### config.mk
export PLATFORM = sky130hd
export DESIGN_NAME = lfs_supervisor
export DESIGN_NICKNAME = d
export VERILOG_FILES = /design/src/common/lfs_pkg.sv /design/src/rtl/lfs_supervisor.sv
export SDC_FILE = /design/constraint.sdc
export NUM_CORES = 1
export LEC_CHECK = 0
export BUFFER_PORTS_ARGS = -buffer_cell sky130_fd_sc_hd__buf_4
export CORE_UTILIZATION = 56
export CTS_BUF_LIST = sky130_fd_sc_hd__clkbuf_2
export CTS_CLUSTER_SIZE = 16
export DETAILED_ROUTE_END_ITERATION = 6
export PLACE_DENSITY_LB_ADDON = 0.1
export SYNTH_ARGS = -nofsm -noshare
export SYNTH_HDL_FRONTEND = slang
export SYNTH_SLANG_ARGS = --single-unit
### constraint.sdc
create_clock -name mclk -period 5.1 [get_ports mclk]
set_input_delay 0.51 -clock mclk [delete_from_list [all_inputs] [get_ports mclk]]
set_output_delay 0.51 -clock mclk [all_outputs]
set_load 0.05 [all_outputs]
### src/common/lfs_pkg.sv
// lfs_pkg: shared constants and types of the fault supervisor
// assumes a 40 MHz mclk and a 32-bit apb with byte addresses
package lfs_pkg;
  // apb register byte offsets
  localparam logic [7:0] CTRL_OFS     = 8'h00;
  localparam logic [7:0] STAT_OFS     = 8'h04;
  localparam logic [7:0] IRQ_STAT_OFS = 8'h08;
  localparam logic [7:0] IRQ_EN_OFS   = 8'h0C;
  localparam logic [7:0] IRQ_CLR_OFS  = 8'h10;
  // control register: bit 0 masks output undervoltage during soft-start
  localparam int          CTRL_MASK_BIT = 0;
  localparam logic [31:0] CTRL_RST      = 32'h0000_0001;
  // status register field positions
  localparam int STAT_LATCH_LSB = 0;   // 3 latched fault bits
  localparam int STAT_UVLO_BIT  = 3;   // filtered input lockout
  localparam int STAT_OPEN_LSB  = 4;   // 4 open-string bits
  localparam int STAT_STATE_LSB = 8;   // 3 state bits
  localparam int STAT_LOWP_BIT  = 11;  // low-power shutdown
  localparam int STAT_FAULT_BIT = 12;  // fault flag active
  // interrupt bits, same layout in status, enable, clear
  localparam int IRQ_LATCH_BIT = 0;    // a latched fault set
  localparam int IRQ_SHDN_BIT  = 1;    // long dim-low shutdown
  localparam int IRQ_UVLO_BIT  = 2;    // input lockout entered
  localparam int IRQ_OPEN_BIT  = 3;    // open string removed
  localparam logic [3:0] IRQ_EN_RST = 4'h0;
  // timing
  localparam int MCLK_PERIOD_NS = 25;
  localparam int UVLO_FILT_NS   = 50000;
  localparam int UVLO_FILT_CYC  = (UVLO_FILT_NS + MCLK_PERIOD_NS - 1) / MCLK_PERIOD_NS;
  localparam int DIM_LOW_CYC    = 32750;
  // supervisor states
  typedef enum logic [2:0] {
    ST_OFF   = 3'b001,
    ST_START = 3'b010,
    ST_RUN   = 3'b100
  } lfs_state_type;
endpackage

### src/rtl/lfs_supervisor.sv
// lfs_supervisor: fault supervisor of a four-string boost led driver
// assumes comparator inputs synchronous to mclk, apb master on mclk
module lfs_supervisor #(
  parameter int DIM_LOW_CYCLES = lfs_pkg::DIM_LOW_CYC,
  parameter int DIM_W          = 16
) (
  // clock and reset
  input  wire logic        mclk,
  input  wire logic        reset_n,
  // apb slave
  input  wire logic        psel,
  input  wire logic        penable,
  input  wire logic        pwrite,
  input  wire logic [7:0]  paddr,
  input  wire logic [31:0] pwdata,
  output logic [31:0]      prdata,
  output logic             pready,
  output logic             pslverr,
  // comparator indications
  input  wire logic        primary_switch_current_limit,
  input  wire logic        secondary_switch_current_limit,
  input  wire logic        input_sense_trip,
  input  wire logic        switch_node_overvoltage,
  input  wire logic [3:0]  led_sink_pin_shorted,
  input  wire logic [3:0]  led_sink_pin_unregulated,
  input  wire logic [3:0]  led_sink_pin_overvoltage,
  input  wire logic        current_set_pin_overcurrent,
  input  wire logic        frequency_set_pin_overcurrent,
  input  wire logic        output_overvoltage,
  input  wire logic        output_undervoltage,
  input  wire logic        over_temperature,
  input  wire logic        input_lockout_below,
  // dimming and soft-start
  input  wire logic        dim_in,
  input  wire logic        soft_start_done,
  // power stage controls
  output logic             boost_enable,
  output logic             boost_on_time_cut,
  output logic             disconnect_gate_on,
  output logic [3:0]       led_sink_enable,
  output logic             soft_start_go,
  output logic             raise_output,
  output logic             low_power,
  // status
  output logic             fault_n,
  output logic             irq
);

  ////////////////////////////////////////////////////////////////////
  // state of the whole block
  typedef struct packed {
    lfs_pkg::lfs_state_type st;  // supervisor state
    logic [DIM_W-1:0]  dim_cnt;  // dim-low cycle count
    logic [11:0]       uvlo_cnt; // lockout filter count
    logic              uvlo;     // filtered lockout
    logic [2:0]        latch;    // latched faults
    logic [3:0]        open_mask;// strings found open
    logic              hunt;     // raising output to find opens
    logic              mask_en;  // startup masking enable
    logic [3:0]        irq_stat; // sticky events
    logic [3:0]        irq_en;   // event enables
    logic              boost;    // registered outputs below
    logic              cut;
    logic              disc;
    logic [3:0]        sink;
    logic              ss_go;
    logic              raise;
    logic              lowp;
    logic              fault_n;
    logic              irq;
    logic              pready;
    logic              pslverr;
    logic [31:0]       prdata;
  } lfs_reg_type;

  lfs_reg_type q;       // registered state
  lfs_reg_type next_q;  // next state

  localparam logic [11:0] UVLO_LAST = 12'(lfs_pkg::UVLO_FILT_CYC - 1);
  localparam logic [DIM_W-1:0] DIM_LAST = DIM_W'(DIM_LOW_CYCLES - 1);

  ////////////////////////////////////////////////////////////////////
  // per-string keep: not found open, not over its pin limit
  logic [3:0] string_keep;  // string may sink current
  genvar g;
  generate
    for (g = 0; g < 4; g++) begin : gen_keep
      assign string_keep[g] = ~q.open_mask[g]
                            & ~led_sink_pin_overvoltage[g];
    end
  endgenerate

  ////////////////////////////////////////////////////////////////////
  // next-state logic
  always_comb begin
    logic [2:0]  latch_set;   // new latched events
    logic        latch_any;   // any latched fault now
    logic        latch_clr;   // clear latched faults
    logic        dim_long;    // dim held low long enough
    logic        in_start;    // soft-start phase
    logic        uvp_eff;     // undervoltage after masking
    logic        on;          // block may run at all
    logic        short_hold;  // startup held by shorted pin
    logic        base;        // boost/sinks allowed
    logic        wr;          // apb write this edge
    logic [3:0]  ev;          // interrupt events
    logic [3:0]  clr;         // interrupt clear bits
    logic [31:0] rd;          // read data mux
    logic        bad;         // unmapped address
    next_q     = q;
    latch_set  = 3'h0;
    latch_any  = 1'b0;
    latch_clr  = 1'b0;
    dim_long   = 1'b0;
    in_start   = 1'b0;
    uvp_eff    = 1'b0;
    on         = 1'b0;
    short_hold = 1'b0;
    base       = 1'b0;
    wr         = 1'b0;
    ev         = 4'h0;
    clr        = 4'h0;
    rd         = 32'h0000_0000;
    bad        = 1'b0;

    // lockout filter: act only after the full filter time
    if (input_lockout_below) begin
      if (q.uvlo_cnt != UVLO_LAST) begin
        next_q.uvlo_cnt = q.uvlo_cnt + 12'h001;
      end else begin
        next_q.uvlo = 1'b1;
      end
    end else begin
      next_q.uvlo_cnt = 12'h000;
      next_q.uvlo     = 1'b0;
    end
    if (next_q.uvlo && !q.uvlo) begin
      ev[lfs_pkg::IRQ_UVLO_BIT] = 1'b1;
    end

    // dim-low counter, saturating at the shutdown count
    if (dim_in) begin
      next_q.dim_cnt = '0;
    end else if (q.dim_cnt != DIM_LAST) begin
      next_q.dim_cnt = q.dim_cnt + DIM_W'(1);
    end else if (q.st != lfs_pkg::ST_OFF) begin
      dim_long = 1'b1;
    end

    // latched faults: set wins over clear
    if (q.st != lfs_pkg::ST_OFF && !q.uvlo) begin
      latch_set = {switch_node_overvoltage,
                   input_sense_trip,
                   secondary_switch_current_limit};
    end
    latch_clr = q.uvlo || dim_long;
    next_q.latch = (latch_clr ? 3'h0 : q.latch) | latch_set;
    latch_any = |q.latch || |latch_set;
    if (|(latch_set & ~q.latch)) begin
      ev[lfs_pkg::IRQ_LATCH_BIT] = 1'b1;
    end

    // supervisor state machine
    unique case (q.st)
      lfs_pkg::ST_OFF: begin
        // wait for dim high before re-enabling
        if (dim_in && !q.uvlo) begin
          next_q.st   = lfs_pkg::ST_START;
          next_q.lowp = 1'b0;
        end
      end
      lfs_pkg::ST_START: begin
        // leave soft-start when done and no short seen
        if (soft_start_done && !(|led_sink_pin_shorted)
            && !frequency_set_pin_overcurrent) begin
          next_q.st = lfs_pkg::ST_RUN;
        end
      end
      lfs_pkg::ST_RUN: begin
        // frequency-set fault restarts through soft-start
        if (frequency_set_pin_overcurrent) begin
          next_q.st = lfs_pkg::ST_START;
        end
      end
    endcase
    // long dim-low or lockout forces shutdown
    if (dim_long || q.uvlo) begin
      next_q.st        = lfs_pkg::ST_OFF;
      next_q.open_mask = 4'h0;
      next_q.hunt      = 1'b0;
    end
    if (dim_long) begin
      next_q.lowp = 1'b1;
      ev[lfs_pkg::IRQ_SHDN_BIT] = 1'b1;
    end

    // open-pin search: raise output until overvoltage
    if (q.st == lfs_pkg::ST_RUN && !dim_long && !q.uvlo) begin
      if (!q.hunt && |(led_sink_pin_unregulated & ~q.open_mask)) begin
        next_q.hunt = 1'b1;
      end else if (q.hunt && output_overvoltage) begin
        next_q.open_mask = q.open_mask | led_sink_pin_unregulated;
        next_q.hunt      = 1'b0;
        ev[lfs_pkg::IRQ_OPEN_BIT] = 1'b1;
      end
    end

    // output decisions
    in_start = (q.st == lfs_pkg::ST_START);
    uvp_eff  = output_undervoltage && (q.st != lfs_pkg::ST_OFF)
             && !(in_start && q.mask_en);
    on = (q.st != lfs_pkg::ST_OFF) && !q.uvlo
       && !over_temperature
       && !latch_any && !dim_long
       && !frequency_set_pin_overcurrent;
    short_hold = in_start && |led_sink_pin_shorted;
    base = on && !current_set_pin_overcurrent
         && !uvp_eff && !short_hold;
    next_q.boost = base && !output_overvoltage;
    next_q.cut   = base && !output_overvoltage
                 && primary_switch_current_limit;
    next_q.disc  = on;
    next_q.sink  = base ? string_keep : 4'h0;
    next_q.ss_go = in_start && base;
    next_q.raise = next_q.hunt;
    next_q.fault_n = !(latch_any
                     || frequency_set_pin_overcurrent
                        && q.st != lfs_pkg::ST_OFF
                     || uvp_eff);

    // apb: answer on the access cycle after setup
    wr = psel && penable && pwrite && q.pready;
    if (wr && !q.pslverr) begin
      unique case (paddr)
        lfs_pkg::CTRL_OFS: begin
          next_q.mask_en = pwdata[lfs_pkg::CTRL_MASK_BIT];
        end
        lfs_pkg::IRQ_EN_OFS: begin
          next_q.irq_en = pwdata[3:0];
        end
        lfs_pkg::IRQ_CLR_OFS: begin
          clr = pwdata[3:0];
        end
        default: begin
          clr = 4'h0;  // read-only registers ignore writes
        end
      endcase
    end
    // sticky events, set wins over clear
    next_q.irq_stat = (q.irq_stat & ~clr) | ev;
    next_q.irq      = |(next_q.irq_stat & next_q.irq_en);

    // read mux sampled in the setup cycle
    unique case (paddr)
      lfs_pkg::CTRL_OFS: begin
        rd[lfs_pkg::CTRL_MASK_BIT] = q.mask_en;
      end
      lfs_pkg::STAT_OFS: begin
        rd[lfs_pkg::STAT_LATCH_LSB +: 3] = q.latch;
        rd[lfs_pkg::STAT_UVLO_BIT]       = q.uvlo;
        rd[lfs_pkg::STAT_OPEN_LSB +: 4]  = q.open_mask;
        rd[lfs_pkg::STAT_STATE_LSB +: 3] = q.st;
        rd[lfs_pkg::STAT_LOWP_BIT]       = q.lowp;
        rd[lfs_pkg::STAT_FAULT_BIT]      = !q.fault_n;
      end
      lfs_pkg::IRQ_STAT_OFS: begin
        rd[3:0] = q.irq_stat;
      end
      lfs_pkg::IRQ_EN_OFS: begin
        rd[3:0] = q.irq_en;
      end
      lfs_pkg::IRQ_CLR_OFS: begin
        rd = 32'h0000_0000;  // write-only
      end
      default: begin
        bad = 1'b1;  // unmapped: error answer
      end
    endcase
    if (psel && !penable) begin
      next_q.pready  = 1'b1;
      next_q.pslverr = bad;
      next_q.prdata  = pwrite ? 32'h0000_0000 : rd;
    end else begin
      next_q.pready  = 1'b0;
      next_q.pslverr = 1'b0;
      next_q.prdata  = 32'h0000_0000;
    end
  end

  ////////////////////////////////////////////////////////////////////
  // state register, synchronous active-low reset
  always_ff @(posedge mclk) begin
    if (!reset_n) begin
      q           <= '0;
      q.st        <= lfs_pkg::ST_OFF;
      q.mask_en   <= lfs_pkg::CTRL_RST[lfs_pkg::CTRL_MASK_BIT];
      q.irq_en    <= lfs_pkg::IRQ_EN_RST;
      q.fault_n   <= 1'b1;
    end else begin
      q <= next_q;
    end
  end

  ////////////////////////////////////////////////////////////////////
  // outputs straight from flip-flops
  assign prdata             = q.prdata;
  assign pready             = q.pready;
  assign pslverr            = q.pslverr;
  assign boost_enable       = q.boost;
  assign boost_on_time_cut  = q.cut;
  assign disconnect_gate_on = q.disc;
  assign led_sink_enable    = q.sink;
  assign soft_start_go      = q.ss_go;
  assign raise_output       = q.raise;
  assign low_power          = q.lowp;
  assign fault_n            = q.fault_n;
  assign irq                = q.irq;

endmodule

# Word level (Yosys, flattened, before mapping)
# Cells that the tools add are included.
# totals
reg_bits	94
latchBits	0
mem_bits_rw	0
mem_bits_ro	0
in_bits	69
out_inout_bits	46
wordCells	167
n_memories	0
# op_classes
n_addsub	2
multipliers	0
div_mod_pow	0
n_lt_le_gt_ge	0
n_eq_ne	13
shifts	0
muxes	35
bitwise	25
n_reduce_logical	69
# op_table
cell	n
34-bit two-way mux	1
1-bit logical AND	29
4-bit two-way mux	5
3-bit one-hot mux with 3 select lines	2
16-bit by 1-bit adder with 16-bit output, second input constant	1
8-bit by 4-bit == test with 1-bit output, second input constant	2
1-bit zero test	16
1-bit two-way mux	16
16-bit by 15-bit != test with 1-bit output, second input constant	1
4-bit OR reduction	4
3-bit two-way mux	5
5-bit two-way mux	3
13-bit two-way mux	1
12-bit by 1-bit adder with 12-bit output, second input constant	1
4-bit bitwise AND	3
12-bit by 11-bit != test with 1-bit output, second input constant	1
3-bit OR reduction	4
1-bit NOT	11
2-bit AND reduction	5
9-bit two-way mux	1
8-bit by 3-bit == test with 1-bit output, second input constant	1
8-bit by 5-bit == test with 1-bit output, second input constant	1
8-bit zero test	1
4-bit NOT	2
17 further kinds	27

# Depth between registers and ports, before layout
# logic_depth
depth_word	14
ltp_mapped	8
depth_no_buf	7

# Worst setup path after synthesis
# Ideal clock, no wire load.
# synth_timing
path_type	reg2reg
from	register q[76] (netlist bit)
to	register q (netlist bit irq)
setup_ns	0.135
t_arrival_ns	2.019
t_required_ns	4.965
setup_slack_ns	2.946
path_stages_with_launch	8
path_buffers	1
synth_period_minus_slack_ns	2.154
cell_sequence	dfxtp_1 > ha_1 > or3b_1 > or4_1 > buf_2 > o311a_4 > o211ai_2 > o2111ai_1
# synth_via
elab_chain_len	10
word_cells_on_any_way	11
classes_between	1 x eq/ne; 4 x mux; 2 x bitwise; 4 x reduce/logical
# synth_rtl
element	line_no	rtl
start, declared	lfs_supervisor.sv:76	lfs_reg_type q;
start signal, assigned	lfs_supervisor.sv:300	q <= next_q;
16-bit by 15-bit != test with 1-bit output *	lfs_supervisor.sv:144	end else if (q.dim_cnt != DIM_LAST) begin
1-bit two-way mux *	lfs_supervisor.sv:144	
1-bit two-way mux *	lfs_supervisor.sv:142	if (dim_in) begin
1-bit zero test	lfs_supervisor.sv:198	if (q.st == lfs_pkg::ST_RUN && !dim_long && !q.uvlo) begin
1-bit logical AND (2 in series)	lfs_supervisor.sv:198	
1-bit two-way mux	lfs_supervisor.sv:198	
4-bit OR *	lfs_supervisor.sv:250	next_q.irq_stat = (q.irq_stat & ~clr) | ev;
4-bit bitwise AND *	lfs_supervisor.sv:251	next_q.irq = |(next_q.irq_stat & next_q.irq_en);
4-bit OR reduction *	lfs_supervisor.sv:251	
# Every way passes the cells marked *; elsewhere a longest branch is shown, timed or not.
# A chain may end at the register's enable or synchronous reset.

# Worst setup path in the final report
# layout_timing
from	register q[76] (netlist bit)
to	register q[58] (netlist bit)
# layout_via
elab_chain_len	8
word_cells_on_any_way	11
classes_between	1 x eq/ne; 6 x mux; 4 x reduce/logical
# layout_rtl
element	line_no	rtl
16-bit by 15-bit != test with 1-bit output *	lfs_supervisor.sv:144	
1-bit two-way mux *	lfs_supervisor.sv:144	
1-bit two-way mux *	lfs_supervisor.sv:142	
1-bit logical OR	lfs_supervisor.sv:187	if (dim_long || q.uvlo) begin
5-bit two-way mux	lfs_supervisor.sv:187	
5-bit two-way mux	lfs_supervisor.sv:201	end else if (q.hunt && output_overvoltage) begin
4-bit two-way mux	lfs_supervisor.sv:199	if (!q.hunt && |(led_sink_pin_unregulated & ~q.open_mask)) begin
5-bit two-way mux *	lfs_supervisor.sv:198	
# Marks and branches as above.

==> key figures <==
Drt
  – DRT Pass-1 Iters: 4
  – Antenna viol nets, final: 0
  – DRC viols: 0
  – Routed len/inst: ~13 µm
  – Final wirelength: 6480 µm
  – Overall via count from detail_route: 2698
  – Vias per cell: 5.29
  – 1st-iter DRT viols: 163

Global route
  – Vias in the first global route: 2414
  – GRT Total Usage: 22.0%
  – Grt ovf: 0
  – Initial antenna violation count: 0
  – Largest net degree at the start of global routing: 21
  – First-pass GRT wire length: 10800 µm

Outcome
  – Status: complete, no violations

Setup path
  – Worst setup path class: reg -> reg
  – Worst Setup End Kind: flip-flop
  – Max FO, Critical Path: 8
  – Critical path data arrival time: 2.84 ns
  – CP Launch Type: flip-flop
  – Worst Path Required: 5.47 ns

Clock tree
  – Post-CTS Setup Bufs: 0
  – Htree depth: 3
  – Worst-path clk slew: 0.21 ns
  – CTS tree: built
  – CTS Buf Count: 9
  – Clock tree root driver cell: clkbuf_2
  – Hold Buf Count CTS: 0
  – Worst-Skew Late Latency: a little over 0.5 ns
  – CTS resizes: 0
  – Sink Count: 75
  – Clock Path Buffers: 2

Floorplan
  – Die width: 79.5 µm
  – DIE AREA: roughly 6300 µm²
  – Area of the core: ~5600 µm²
  – Initial Util: 59.7%
  – Die Y: 79.5 µm
  – Row Count: 27
  – Ports: 115

Timing
  – Tcrit/Tclk final: 48.4%
  – Setup WS post-layout: 2.63 ns
  – Period minus WS final: 2.47 ns
  – Slew margin rel.: 45.8%
  – Final Hold Viols: 0
  – Final Max Tran Viols: 0
  – Setup TNS Final: 0 ns
  – # setup viols final: 0
  – RSZ-0062 raised after global routing: false
  – Worst clock skew: 0.0340 ns
  – F_max: just over 400 MHz
  – Worst-margin pin slew: 0.806 ns

Cells and area
  – Nets: 506
  – Antenna diodes: 0
  – Share of cells above drive strength 1: approximately a fifth
  – Finished Layout Cells: 510
  – Max reg flops: 48
  – Reg with most FFs: q
  – Fill count: 471
  – Area grow syn2layout: 14.9%

Placed design
  – PortBufs: 67
  – Dpl ws: 2.68 ns
  – Post-DP HPWL: 4740 µm
  – Placed cells: 495
  – Routability Congestion: 0.810

Synth
  – Mapped Cells: ~380
  – Xor and xnor fraction of the mapped netlist area: 4.16%
  – Ys flop type: dfxtp_1
  – Synth Area in Compound Gates: 11.0%
  – Unique masters post-synth: 47
  – Synth warnings: 0
  – Post-synth EDFFs: 0
  – Async set-reset flop share out of synthesis: 0%
  – Post-Syn Area: 3370 µm²
  – Largest family of logic cells by synthesized area: simple AND/OR/NAND/NOR gates
  – Syn Area/Cell: approximately 9 µm²
  – Synth Register Bits: 75
  – Mux contribution to synthesized area: ~2.6%
  – Seq/Total Area, Yosys: 44.6%
  – Synth Area in Simple Gates: 25.2%
  – Fraction of the mapped netlist area in adder cells: 1.11%

Hold path
  – Tightest Hold Check Type: in -> reg

Power
  – Static leakage: 1.57 nW
  – Pwr Density: 288 nW/µm²
  – Peak supply drop: 192 µV

Flow run
  – Max-cap violations: 0
-- power by group --
part	leakage (nW)	switching, mW	internal, mW
Sequential	0.607	0.00657	0.595
Combinational	0.875	0.0704	0.0364
Clock	0.0831	0.202	0.206
Total	1.57	0.279	0.837
-- kinds of logic after synthesis --
| group | count (synthesis) |
|---|---|
| DFF | 75 |
| other | 1 |
| and+or+nand+nor | 160 |
| xor gates and xnor gates | 16 |
| AOI/OAI and AO/OA | 57 |
| muxes | 7 |
| buffers and inverters | 64 |
| adders and majority gates | 3 |
-- synth_stat cells, types with 5 or more instances --
cell | n | area, µm²
clkbuf_1 | 7 | 26.3
nor3_1 | 19 | 95.1
inv_1 | 19 | 71.3
nor2b_1 | 5 | 31.3
o21ai_0 | 15 | 75.1
a31oi_1 | 5 | 31.3
or3_1 | 7 | 43.8
xor2_1 | 12 | 105
and2_1 | 16 | 100
dfxtp_1 | 75 | 1500
nand2_1 | 24 | 90.1
buf_4 | 37 | 278
a22oi_1 | 5 | 37.5
nand3_1 | 11 | 55.1
nand4_1 | 12 | 75.1
a21oi_1 | 18 | 90.1
nor2_1 | 39 | 146
-- per-layer routing --
layer	part of all wire, %	track usage, %	wire length [µm]	vias to the layer above
li1	-	-	-	1383
met1	47	28.2	3050	1223
met2	46	35.9	2950	80
met3	5.6	4.57	365	12
met4	1.7	8.73	107	0
met5	0	0	0	-
-- worst paths after layout --
path | depth (start not counted) | start | end | slack (ns)
max reg2reg | 6 | q[76] | q[58] | 2.63
min | 2 | led_sink_pin_overvoltage[3] | led_sink_enable[3] | 0.12
min reg2reg | 1 | fault_n | prdata[12] | 0.44
max | 6 | q[76] | q[58] | 2.63
-- placed cells by master (no fill, tap or decap), types with 3 or more instances in the layout --
cell type  count
or3_1          7
clkbuf_2       9
ha_1           3
xor2_1        12
dfxtp_1       75
nor4_1         3
or4_1          4
o21a_1         3
nor3b_1        3
nand2_1       24
buf_4         67
nor2b_1        5
a22oi_1        5
and3_1         4
o21ai_0       15
conb_1        19
nor2_1        39
nor3_1        19
a21oi_1       18
xnor2_1        4
nand3_1       11
a31oi_1        5
and2_1        16
bufinv_16      3
mux2_2         4
inv_1         19
nand4_1       12
-- worst max-delay path: stages (launching register included) --
cell	delay, ns
dfxtp_1	0.47
ha_1	0.17
or3b_1	0.36
nor4_1	0.68
nand2_1	0.21
nand3_1	0.34
nor2_1	0.11
-- per-stage QoR --
step / instance area, µm² / hold slack [ns] / power (mW) / util [%]
floorplan: 3430 / 0.435 / 0.692 / -
global placement: 3720 / 0.411 / 0.718 / 65.9
detailed placement: 3720 / 0.421 / 0.719 / 65.9
CTS: 3870 / 0.0983 / 1.12 / 68.6
global route: 3870 / 0.0852 / 1.15 / 68.6
finish: 3870 / 0.118 / 1.12 / 68.6
-- layout make-up --
cell class              instances  area, µm²  share of cell area (%)
clock inverters                 6        105                    2.72
well taps                      72       90.1                    2.33
repair buffers                 67        503                    13.0
inverters                      19       71.3                    1.84
flip-flops and latches         75       1500                    38.8
multi-input cells             262       1550                    40.1
clock buffers                   9       45.0                    1.16
Note: power is estimated with default switching activity, not from simulation.
